**src/core/qdc_regs_pkg.sv**
```systemverilog
package qdc_regs_pkg;

    // ----------------------------------------
    // register offsets (byte addresses, 16-bit words)
    // ----------------------------------------
    localparam logic [15:0] OFS_MODULE_RESET   = 16'h1016;
    localparam logic [15:0] OFS_CHAIN_POSITION = 16'h101a;
    localparam logic [15:0] OFS_IRQ_THRESHOLD  = 16'h1020;
    localparam logic [15:0] OFS_BUFFER_STATUS  = 16'h1022;
    localparam logic [15:0] OFS_COUNT_LOW      = 16'h1024;
    localparam logic [15:0] OFS_COUNT_HIGH     = 16'h1026;
    localparam logic [15:0] OFS_NEXT_EVENT     = 16'h1028;
    localparam logic [15:0] OFS_NEXT_WORD      = 16'h102a;
    localparam logic [15:0] OFS_FC_WINDOW      = 16'h102e;
    localparam logic [15:0] OFS_MODE_SET       = 16'h1032;
    localparam logic [15:0] OFS_MODE_CLEAR     = 16'h1034;
    localparam logic [15:0] OFS_COUNT_RESET    = 16'h1040;

    // ----------------------------------------
    // mode register fields
    // ----------------------------------------
    localparam int MB_MEM_TEST       = 0;
    localparam int MB_CONV_HALT      = 1;
    localparam int MB_DATA_WIPE      = 2;
    localparam int MB_OVF_CHECK_OFF  = 3;
    localparam int MB_THR_CHECK_OFF  = 4;
    localparam int MB_SYNTH_EVENT    = 6;
    localparam int MB_SLIDE_ENABLE   = 7;
    localparam int MB_THR_SHIFT      = 8;
    localparam int MB_AUTO_STEP      = 11;
    localparam int MB_EMPTY_EVENTS   = 12;
    localparam int MB_SLIDE_SUB_OFF  = 13;
    localparam int MB_COUNT_EVERY    = 14;
    localparam logic [15:0] MODE_RESET_VALUE = 16'h4880;
    localparam logic [15:0] MODE_USED_MASK   = 16'h79df;

    // ----------------------------------------
    // field widths, identity, timing
    // ----------------------------------------
    localparam int THRESH_W  = 5;
    localparam int COUNT_W   = 24;
    localparam int FCW_W     = 10;
    localparam int CHAIN_W   = 2;
    localparam logic [3:0] PLUGIN_TYPE_DEFAULT = 4'h5; // arbitrary value
    localparam int SS_EMPTY  = 0;
    localparam int SS_FULL   = 1;
    localparam int SS_PLUGIN = 4;
    localparam int CLK_MHZ        = 125;
    localparam int FC_BASE_US     = 7;
    localparam int FC_STEP_PER_US = 32;
    localparam int FC_BASE_CYCLES = FC_BASE_US * CLK_MHZ;
    localparam logic [FCW_W-1:0] FCW_MAX = 10'h3f0;

    typedef enum logic [1:0] {chain_excluded, chain_first, chain_last, chain_middle} chain_role_e;

endpackage
```
**src/core/qdc_ctl_if.sv**
```systemverilog
`timescale 1ns/10ps
// control bundle between register bank and counter/window modules
interface qdc_ctl_if;
    import qdc_regs_pkg::*;
    logic                 count_clear;
    logic                 count_step;
    logic [COUNT_W-1:0]   count_value;
    logic [FCW_W-1:0]     fcw_n;
    logic                 fc_start;
    logic                 fc_open;
    modport regs    (output count_clear, count_step, fcw_n, fc_start, input count_value, fc_open);
    modport counter (input count_clear, count_step, output count_value);
    modport window  (input fcw_n, fc_start, output fc_open);
endinterface

```
**src/core/event_counter.sv**
```systemverilog
`timescale 1ns/10ps
module event_counter
    import qdc_regs_pkg::*;
(
    // clock and reset
    input wire logic core_clk,
    input wire logic reset_n,
    // control
    qdc_ctl_if.counter ctl
);

    // ----------------------------------------
    // 24-bit counter, clear wins over step
    // ----------------------------------------
    always_ff @(posedge core_clk or negedge reset_n) begin
        if (!reset_n) begin
            ctl.count_value <= '0;
        end else if (ctl.count_clear) begin
            ctl.count_value <= '0;
        end else if (ctl.count_step) begin
            ctl.count_value <= ctl.count_value + 24'h000001;
        end
    end

    property p_clear_zero;
        @(posedge core_clk) disable iff (!reset_n)
        ctl.count_clear |=> ctl.count_value == '0;
    endproperty
    a_clear_zero: assert property (p_clear_zero) else $error("counter not cleared");

endmodule

```
**src/core/fast_clear_window.sv**
```systemverilog
`timescale 1ns/10ps
module fast_clear_window
    import qdc_regs_pkg::*;
(
    // clock and reset
    input wire logic core_clk,
    input wire logic reset_n,
    // control
    qdc_ctl_if.window ctl
);

    logic [15:0] remaining;

    // ----------------------------------------
    // window length: base plus n steps of 1/32 us
    // ----------------------------------------
    function automatic logic [15:0] window_cycles(input logic [FCW_W-1:0] n);
        logic [31:0] steps;
        steps = 32'(n) * 32'(CLK_MHZ) / 32'(FC_STEP_PER_US);
        return 16'(steps + 32'(FC_BASE_CYCLES));
    endfunction

    // countdown opened by each start strobe
    always_ff @(posedge core_clk or negedge reset_n) begin
        if (!reset_n) begin
            remaining <= 16'h0000;
        end else if (ctl.fc_start) begin
            remaining <= window_cycles(ctl.fcw_n);
        end else if (remaining != 16'h0000) begin
            remaining <= remaining - 16'h0001;
        end
    end

    assign ctl.fc_open = (remaining != 16'h0000);

endmodule

```
**src/core/qdc_readout_control_regs.sv**
```systemverilog
`timescale 1ns/10ps
// Behaviour
// - any write to reset address resets module
// - two chain bits select chain role
// - irq when stored events equal a nonzero threshold
// - status shows buffer empty and full
// - status shows fixed plug-in type code
// - 24-bit counter read as low, high
// - mode bit 14 counts all or accepted
// - counter clears on reset writes, data wipe when counting accepted
// - next-event write jumps pointer to next event
// - next-word write steps pointer one word
// - mode bit 11 selects automatic pointer stepping
// - fast clear window n steps plus 7us
// - mode set write sets ones, reads back
// - mode clear write clears ones
// - two test bits: memory access, synthetic events
// - halt bit stops conversions
// - data-wipe bit generates data reset
// - overflow-check disable stores overflowed data
// - threshold-check disable stores all data
// - threshold shift selects compare window
// - sliding scale enable and subtraction disable
// - empty-event bit writes header and end word
module qdc_readout_control_regs
    import qdc_regs_pkg::*;
(
    // clock and reset
    input  wire logic              core_clk,
    input  wire logic              reset_n,
    // register port
    input  wire logic [15:0]       reg_addr,
    input  wire logic [15:0]       reg_wdata,
    input  wire logic              reg_write,
    input  wire logic              reg_read,
    output logic      [15:0]       reg_rdata,
    // acquisition side events
    input  wire logic              any_trigger,
    input  wire logic              accepted_trigger,
    input  wire logic              soft_reset_req,
    input  wire logic [THRESH_W-1:0] events_stored,
    input  wire logic              buffer_empty,
    input  wire logic              buffer_full,
    input  wire logic [3:0]        plugin_type_code,
    input  wire logic              end_of_block_word,
    // controls to the converter and buffer
    output logic                   module_reset_pulse,
    output chain_role_e            chain_role,
    output logic                   irq_request,
    output logic                   pointer_next_event,
    output logic                   pointer_next_word,
    output logic                   data_reset,
    output logic                   memory_test_mode,
    output logic                   synthetic_event_mode,
    output logic                   converter_halt,
    output logic                   store_overflowed,
    output logic                   store_below_threshold,
    output logic                   threshold_window_shift,
    output logic                   sliding_scale_enable,
    output logic                   sliding_sub_disable,
    output logic                   write_empty_events,
    output logic                   fast_clear_open
);

    qdc_ctl_if ctl ();

    logic [CHAIN_W-1:0]  chain_bits;
    logic [THRESH_W-1:0] event_irq_threshold;
    logic [FCW_W-1:0]    fcw_n;
    logic [15:0]         mode;
    logic [15:0]         next_mode;
    logic                irq_armed;

    // ----------------------------------------
    // address decode helper
    // ----------------------------------------
    function automatic logic hit(input logic [15:0] a, input logic [15:0] ofs);
        return a == ofs;
    endfunction

    // ----------------------------------------
    // module reset trigger
    // ----------------------------------------
    // reset write pulse
    always_ff @(posedge core_clk or negedge reset_n) begin
        if (!reset_n) begin
            module_reset_pulse <= 1'b0;
        end else begin
            module_reset_pulse <= reg_write && hit(reg_addr, OFS_MODULE_RESET);
        end
    end

    // ----------------------------------------
    // chain position
    // ----------------------------------------
    always_ff @(posedge core_clk or negedge reset_n) begin
        if (!reset_n) begin
            chain_bits <= '0;
        end else if (module_reset_pulse) begin
            chain_bits <= '0;
        end else if (reg_write && hit(reg_addr, OFS_CHAIN_POSITION)) begin
            chain_bits <= reg_wdata[CHAIN_W-1:0];
        end
    end

    always_comb begin
        case ({chain_bits[1], chain_bits[0]})
            2'b00:   chain_role = chain_excluded;
            2'b10:   chain_role = chain_first;
            2'b01:   chain_role = chain_last;
            default: chain_role = chain_middle;
        endcase
    end

    // ----------------------------------------
    // event threshold and interrupt
    // ----------------------------------------
    always_ff @(posedge core_clk or negedge reset_n) begin
        if (!reset_n) begin
            event_irq_threshold <= '0;
        end else if (module_reset_pulse) begin
            event_irq_threshold <= '0;
        end else if (reg_write && hit(reg_addr, OFS_IRQ_THRESHOLD)) begin
            event_irq_threshold <= reg_wdata[THRESH_W-1:0];
        end
    end

    always_ff @(posedge core_clk or negedge reset_n) begin
        if (!reset_n) begin
            irq_armed <= 1'b0;
        end else begin
            irq_armed <= (event_irq_threshold != '0) && (events_stored == event_irq_threshold);
        end
    end

    assign irq_request = irq_armed;

    // ----------------------------------------
    // mode register, set and clear addresses
    // ----------------------------------------
    always_comb begin
        next_mode = mode;
        if (reg_write && hit(reg_addr, OFS_MODE_SET)) begin
            next_mode = mode | (reg_wdata & MODE_USED_MASK);
        end else if (reg_write && hit(reg_addr, OFS_MODE_CLEAR)) begin
            next_mode = mode & ~reg_wdata;
        end
    end

    always_ff @(posedge core_clk or negedge reset_n) begin
        if (!reset_n) begin
            mode <= MODE_RESET_VALUE;
        end else if (module_reset_pulse) begin
            mode <= MODE_RESET_VALUE;
        end else begin
            mode <= next_mode;
        end
    end

    assign memory_test_mode       = mode[MB_MEM_TEST];
    assign synthetic_event_mode   = mode[MB_SYNTH_EVENT];
    assign converter_halt         = mode[MB_CONV_HALT];
    assign data_reset             = mode[MB_DATA_WIPE];
    assign store_overflowed       = mode[MB_OVF_CHECK_OFF];
    assign store_below_threshold  = mode[MB_THR_CHECK_OFF];
    assign threshold_window_shift = mode[MB_THR_SHIFT];
    assign sliding_scale_enable   = mode[MB_SLIDE_ENABLE];
    assign sliding_sub_disable    = mode[MB_SLIDE_SUB_OFF];
    assign write_empty_events     = mode[MB_EMPTY_EVENTS];

    // ----------------------------------------
    // readout pointer stepping
    // ----------------------------------------
    // next-event and next-word strobes
    // manual strobes only without auto step
    always_ff @(posedge core_clk or negedge reset_n) begin
        if (!reset_n) begin
            pointer_next_event <= 1'b0;
            pointer_next_word  <= 1'b0;
        end else begin
            pointer_next_event <= reg_write && hit(reg_addr, OFS_NEXT_EVENT) && !mode[MB_AUTO_STEP];
            pointer_next_word  <= reg_write && hit(reg_addr, OFS_NEXT_WORD) && !mode[MB_AUTO_STEP];
        end
    end

    // ----------------------------------------
    // event counter
    // ----------------------------------------
    // counting mode select
    assign ctl.count_step  = mode[MB_COUNT_EVERY] ? any_trigger : accepted_trigger;
    assign ctl.count_clear = (reg_write && hit(reg_addr, OFS_COUNT_RESET)) || soft_reset_req ||
                             module_reset_pulse || (data_reset && !mode[MB_COUNT_EVERY]);

    event_counter u_counter (
        .core_clk (core_clk),
        .reset_n  (reset_n),
        .ctl      (ctl.counter)
    );

    // ----------------------------------------
    // fast clear window
    // ----------------------------------------
    // window value, clamped at max
    always_ff @(posedge core_clk or negedge reset_n) begin
        if (!reset_n) begin
            fcw_n <= '0;
        end else if (module_reset_pulse) begin
            fcw_n <= '0;
        end else if (reg_write && hit(reg_addr, OFS_FC_WINDOW)) begin
            fcw_n <= (reg_wdata[FCW_W-1:0] > FCW_MAX) ? FCW_MAX : reg_wdata[FCW_W-1:0];
        end
    end

    assign ctl.fcw_n    = fcw_n;
    assign ctl.fc_start = any_trigger;

    fast_clear_window u_window (
        .core_clk (core_clk),
        .reset_n  (reset_n),
        .ctl      (ctl.window)
    );

    assign fast_clear_open = ctl.fc_open;

    // ----------------------------------------
    // read data
    // ----------------------------------------
    // read mux; trigger addresses read zero
    always_ff @(posedge core_clk or negedge reset_n) begin
        if (!reset_n) begin
            reg_rdata <= 16'h0000;
        end else if (reg_read) begin
            if (hit(reg_addr, OFS_IRQ_THRESHOLD)) begin
                reg_rdata <= 16'(event_irq_threshold);
            end else if (hit(reg_addr, OFS_BUFFER_STATUS)) begin
                reg_rdata <= 16'({plugin_type_code, 2'b00, buffer_full, buffer_empty});
            end else if (hit(reg_addr, OFS_COUNT_LOW)) begin
                reg_rdata <= ctl.count_value[15:0];
            end else if (hit(reg_addr, OFS_COUNT_HIGH)) begin
                reg_rdata <= 16'(ctl.count_value[COUNT_W-1:16]);
            end else if (hit(reg_addr, OFS_FC_WINDOW)) begin
                reg_rdata <= 16'(fcw_n);
            end else if (hit(reg_addr, OFS_MODE_SET)) begin
                reg_rdata <= mode;
            end else begin
                reg_rdata <= 16'h0000;
            end
        end
    end

    // ----------------------------------------
    // checks
    // ----------------------------------------
    property p_reset_write;
        @(posedge core_clk) disable iff (!reset_n)
        reg_write && reg_addr == OFS_MODULE_RESET |=> module_reset_pulse ##1 mode == MODE_RESET_VALUE;
    endproperty
    a_reset_write: assert property (p_reset_write) else $error("reset write ignored");

    property p_chain_role;
        @(posedge core_clk) disable iff (!reset_n)
        chain_bits == 2'b10 |-> chain_role == chain_first;
    endproperty
    a_chain_role: assert property (p_chain_role) else $error("chain role wrong");

    property p_irq_zero;
        @(posedge core_clk) disable iff (!reset_n)
        event_irq_threshold == '0 |=> !irq_request;
    endproperty
    a_irq_zero: assert property (p_irq_zero) else $error("irq with zero threshold");

    property p_irq_eq;
        @(posedge core_clk) disable iff (!reset_n)
        event_irq_threshold != '0 && events_stored == event_irq_threshold |=> irq_request;
    endproperty
    a_irq_eq: assert property (p_irq_eq) else $error("irq missing");

    property p_status_read;
        @(posedge core_clk) disable iff (!reset_n)
        reg_read && reg_addr == OFS_BUFFER_STATUS |=> reg_rdata[SS_FULL] == $past(buffer_full)
            && reg_rdata[SS_EMPTY] == $past(buffer_empty);
    endproperty
    a_status_read: assert property (p_status_read) else $error("status read wrong");

    property p_mode_set;
        @(posedge core_clk) disable iff (!reset_n)
        reg_write && reg_addr == OFS_MODE_SET && !module_reset_pulse
            |=> (mode & ($past(reg_wdata) & MODE_USED_MASK)) == ($past(reg_wdata) & MODE_USED_MASK);
    endproperty
    a_mode_set: assert property (p_mode_set) else $error("mode set failed");

    property p_mode_clear;
        @(posedge core_clk) disable iff (!reset_n)
        reg_write && reg_addr == OFS_MODE_CLEAR && !module_reset_pulse |=> (mode & $past(reg_wdata)) == 16'h0000;
    endproperty
    a_mode_clear: assert property (p_mode_clear) else $error("mode clear failed");

    property p_manual_step;
        @(posedge core_clk) disable iff (!reset_n)
        mode[MB_AUTO_STEP] |=> !pointer_next_word && !pointer_next_event;
    endproperty
    a_manual_step: assert property (p_manual_step) else $error("strobe in auto mode");

    property p_wipe_count;
        @(posedge core_clk) disable iff (!reset_n)
        data_reset && !mode[MB_COUNT_EVERY] |=> ctl.count_value == '0;
    endproperty
    a_wipe_count: assert property (p_wipe_count) else $error("counter survived wipe");

    property p_fcw_limit;
        @(posedge core_clk) disable iff (!reset_n)
        fcw_n <= FCW_MAX;
    endproperty
    a_fcw_limit: assert property (p_fcw_limit) else $error("window above max");

    property p_next_event;
        @(posedge core_clk) disable iff (!reset_n)
        reg_write && reg_addr == OFS_NEXT_EVENT && !mode[MB_AUTO_STEP] |=> pointer_next_event;
    endproperty
    a_next_event: assert property (p_next_event) else $error("next event lost");

    property p_read_quiet;
        @(posedge core_clk) disable iff (!reset_n)
        reg_read && !reg_write |=> !module_reset_pulse;
    endproperty
    a_read_quiet: assert property (p_read_quiet) else $error("read caused reset");

endmodule

```
**config.mk**
```make
export PLATFORM = sky130hd
export DESIGN_NAME = qdc_readout_control_regs
export DESIGN_NICKNAME = d
export VERILOG_FILES = /design/src/core/qdc_regs_pkg.sv /design/src/core/qdc_ctl_if.sv /design/src/core/event_counter.sv /design/src/core/fast_clear_window.sv /design/src/core/qdc_readout_control_regs.sv
export SDC_FILE = /design/constraint.sdc
export NUM_CORES = 1
export LEC_CHECK = 0
export ABC_AREA = 1
export ABC_CLOCK_PERIOD_IN_PS = 4000
export BUFFER_PORTS_ARGS = -buffer_cell sky130_fd_sc_hd__buf_4
export CAP_MARGIN = 20
export CORE_MARGIN = 4
export CORE_UTILIZATION = 45
export CTS_CLUSTER_DIAMETER = 30
export DETAILED_ROUTE_END_ITERATION = 16
export HOLD_SLACK_MARGIN = 0.15
export PLACE_DENSITY = 0.66
export SLEW_MARGIN = 20
export SYNTH_ARGS = -nofsm -noshare
export SYNTH_HDL_FRONTEND = slang
export SYNTH_HIERARCHICAL = 1
export SYNTH_SLANG_ARGS = --single-unit
```
**constraint.sdc**
```tcl
create_clock -name core_clk -period 4 [get_ports core_clk]
set_input_delay 0.2 -clock core_clk [delete_from_list [all_inputs] [get_ports core_clk]]
set_output_delay 0.2 -clock core_clk [all_outputs]
set_load 0.02 [all_outputs]
```
==> results_dict.tcl <==
set metrics [dict create \
    status "finished with violations" \
    violations "negative setup slack" \
    drt_iter0_drc 352 \
    synth_compound_area_frac 0.0897 \
    path_common_cell "nand2_1" \
    r2r_setup_slack_ps -170 \
    whs_ps 160 \
    hp-class "input pin to flop" \
    irDropWorstVdd_uv 355 \
    holdPathStages 4 \
    timing.fmax_ghz 0.240 \
    start_kind "flop" \
    fin_crit_sh 1.04 \
    first_global_vias 7119 \
    path_buf_inv 4 \
    synthToLayoutAreaGrowth_pct 25.5 \
    max-cap-violations 0 \
    ys_async_sr_fraction 1.00 \
    layout_common_cells "nand2_1 (236), inv_1 (152), buf_4 (149), nor2_1 (113), dfrtp_1 (88)" \
    grt_pass1_wl_mm 34.6 \
    ant_nets 0 \
    synth-simple-area-share 0.345 \
    synth_mux_area_frac 0 \
    cts.sinks 93 \
    power_leakage_nw 5.03 \
    start_util 0.460 \
    slew_headroom 0.391 \
    grt_max_degree 69 \
    fp.coreArea_um2 16600 \
    avgSynthCellArea_um2 7.28 \
    hpwlAfterDp_mm 15.8 \
    drive_gt1_frac 0.235 \
    drc 0 \
    synth_edf_count 0 \
    grt_overflow_total 0 \
    antenna_found_initial 0 \
    rsz0062_at_grt "true" \
    setup_viol 8 \
    reg2regPathDepth 21 \
    critPathKind "flop to flop" \
    drv_slew 0 \
    synth-xor-area-share 0.0149 \
    drt-vias-per-instance 5.08 \
    htree_levels 3 \
    routedWlPerCell_um 14.3 \
    via_count 7303 \
    critical_path_arrival_ps 4410 \
    insertedDiodeCount 0 \
    clockRootBuffer "clkbuf_16" \
    synth_nets 1173 \
    total_power_mw 3.64 \
    cp.required_ps 4240 \
    synthDistinctLibCells 51 \
    power_density_nw_per_um2 378 \
    nNetsFinal 1333 \
    synth_ff_type "dfrtp_1" \
    syn_inst 1052 \
    final_hold_viol_count 0 \
    synth_adder_area_share 0.143 \
    setup_ws_ps -174 \
    finalClockSkew_ps 13.0 \
    seq_area_frac_synth 0.304 \
    die_height_um 138 \
    dr.pass1.iters 6 \
    final_common_cell "nand2_1" \
    crit_cells 21 \
    crit_chain "fa_1 -> fa_1 -> inv_1 -> fa_1 -> fa_1 -> inv_2 -> ha_4 -> nand2_2 -> nor2_1 -> nand2_1 -> nand3_2 -> nand2_1 -> nand2_2 -> buf_4 -> buf_4 -> o21ai_1 -> nand2_1 -> nand3_1 -> nand2_1 -> nand3_1 -> nand2_1" \
    die_w_um 138 \
    synth_top_family_by_area "simple AND/OR/NAND/NOR gates" \
    port_buffers 82 \
    routed_wl_mm 20.5 \
    yosys_warnings 6 \
    critPathTopFamily "adder cells" \
    ios 84 \
    fillers 1617 \
    rows 47 \
    worstMarginPinSlew_ps 914 \
    clockBufferDepth 2 \
    final.min_clock_period_ps 4170 \
    dp_slack_ps -225 \
    cts_tree "built" \
    ys_seq_elements 93 \
    gp_congestion 0.902 \
    post-route-util 0.578 \
    clock_latency_ps 360 \
    numCtsBuffers 9 \
    worstPathMaxFanout 5 \
    synth_area_um2 7660 \
    grt_usage 0.219 \
    cpPeakStageDelay_ps 530 \
    worst_path_max_delay_cell "fa_1" \
    die-area_um2 19200 \
    clkTransAtPathRegs_ps 80 \
    worst_setup_path_end_kind "flop" \
]
## cell families after synthesis
group | Yosys count
buf+inv | 192
simple gates | 565
compound gates | 119
xor+xnor | 13
flops | 93
fa+ha+maj | 70
## worst paths after layout
path                                from                endpoint
setup / recovery            ctl.fcw_n[2]  u_window/remaining[11]
hold reg to reg                 mode[11]                mode[11]
max in group asynchronous        reset_n                 mode[7]
hold / removal             reg_wdata[15]                mode[15]
setup reg to reg            ctl.fcw_n[2]  u_window/remaining[11]
min in group asynchronous        reset_n            ctl.fcw_n[0]
## cells in the mapped netlist (3+ instances only)
cell	number	area share
or2_2	5	0.0041
o31ai_1	4	0.0039
xnor2_1	8	0.0091
nand3b_1	7	0.0069
buf_2	4	0.0026
a21oi_1	46	0.030
nand2_1	258	0.13
nor3_1	8	0.0052
nor4_1	4	0.0033
nand2_2	15	0.012
nand3_1	79	0.052
o21ai_1	8	0.0052
dfstp_2	3	0.010
a21o_1	4	0.0039
nand3_2	7	0.0091
dfrtp_1	90	0.29
inv_1	162	0.079
o21ai_0	33	0.022
nor2_1	115	0.056
o211ai_1	7	0.0069
buf_6	4	0.0059
nand4_1	33	0.027
ha_1	41	0.067
xor2_1	5	0.0057
nor2_2	7	0.0057
fa_1	29	0.076
clkbuf_1	6	0.0029
nor3_2	3	0.0039
o21a_1	3	0.0029
o21bai_1	3	0.0029
buf_4	6	0.0059
inv_2	7	0.0034
nor2_4	13	0.019
## tightest hold or removal path: stages
cell and delay, ps:
buf_4 100, inv_1 40, o211ai_1 90, inv_1 50
## report_power, final
part	total, mW	leakage [nW]	internal, mW	switching [mW]
clock network	0.869	0.145	0.456	0.414
registers	1.04	1.21	0.995	0.0471
logic	1.73	3.67	0.842	0.885
total	3.64	5.03	2.29	1.35
## layer usage
layer  track usage  share of wire  wire (um)
met1         0.284           0.44       9080
met2         0.379           0.49      10000
met3        0.0373          0.041        848
met4        0.0640          0.029        590
met5             0              0          0
## layout make-up
class | count | area [um^2] | area share
Clock buffer | 10 | 239 | 0.0249
Clock inverter | 6 | 61.3 | 0.00638
Inverter | 171 | 644 | 0.0670
Multi-Input combinational cell | 767 | 4730 | 0.492
Sequential cell | 93 | 2330 | 0.243
Tap cell | 220 | 275 | 0.0286
Timing Repair Buffer | 170 | 1330 | 0.138
## per-stage QoR
stage	std cells	setup TNS [ps]	cell area (um^2)
after floorplan	1052	0	7730
after global placement	1384	-483	8860
after detailed placement	1384	-1270	8860
after CTS	1430	-290	9500
after global routing	1437	-3090	9620
final	1437	-784	9620
## registers in the layout, summed over array words and instances, names as in the netlist
name and count:
u_counter/ctl.count_value 24, mode 16, reg_rdata 16, u_window/remaining 16, ctl.fcw_n 10, event_irq_threshold 5, chain_bits 2, irq_request 1
module_reset_pulse 1, pointer_next_event 1, pointer_next_word 1
## timing repair
item | in CTS | in global routing
gates resized for setup | 17 | 27
gates cloned | 0 | 0
pin swaps | 33 | 19
endpoints found under the hold margin | 86 | 0
setup endpoints to repair | 9 | 11
setup buffers | 9 | 7
hold buffers | 21 | 0
No activity file was read; power rests on OpenSTA's default activity.
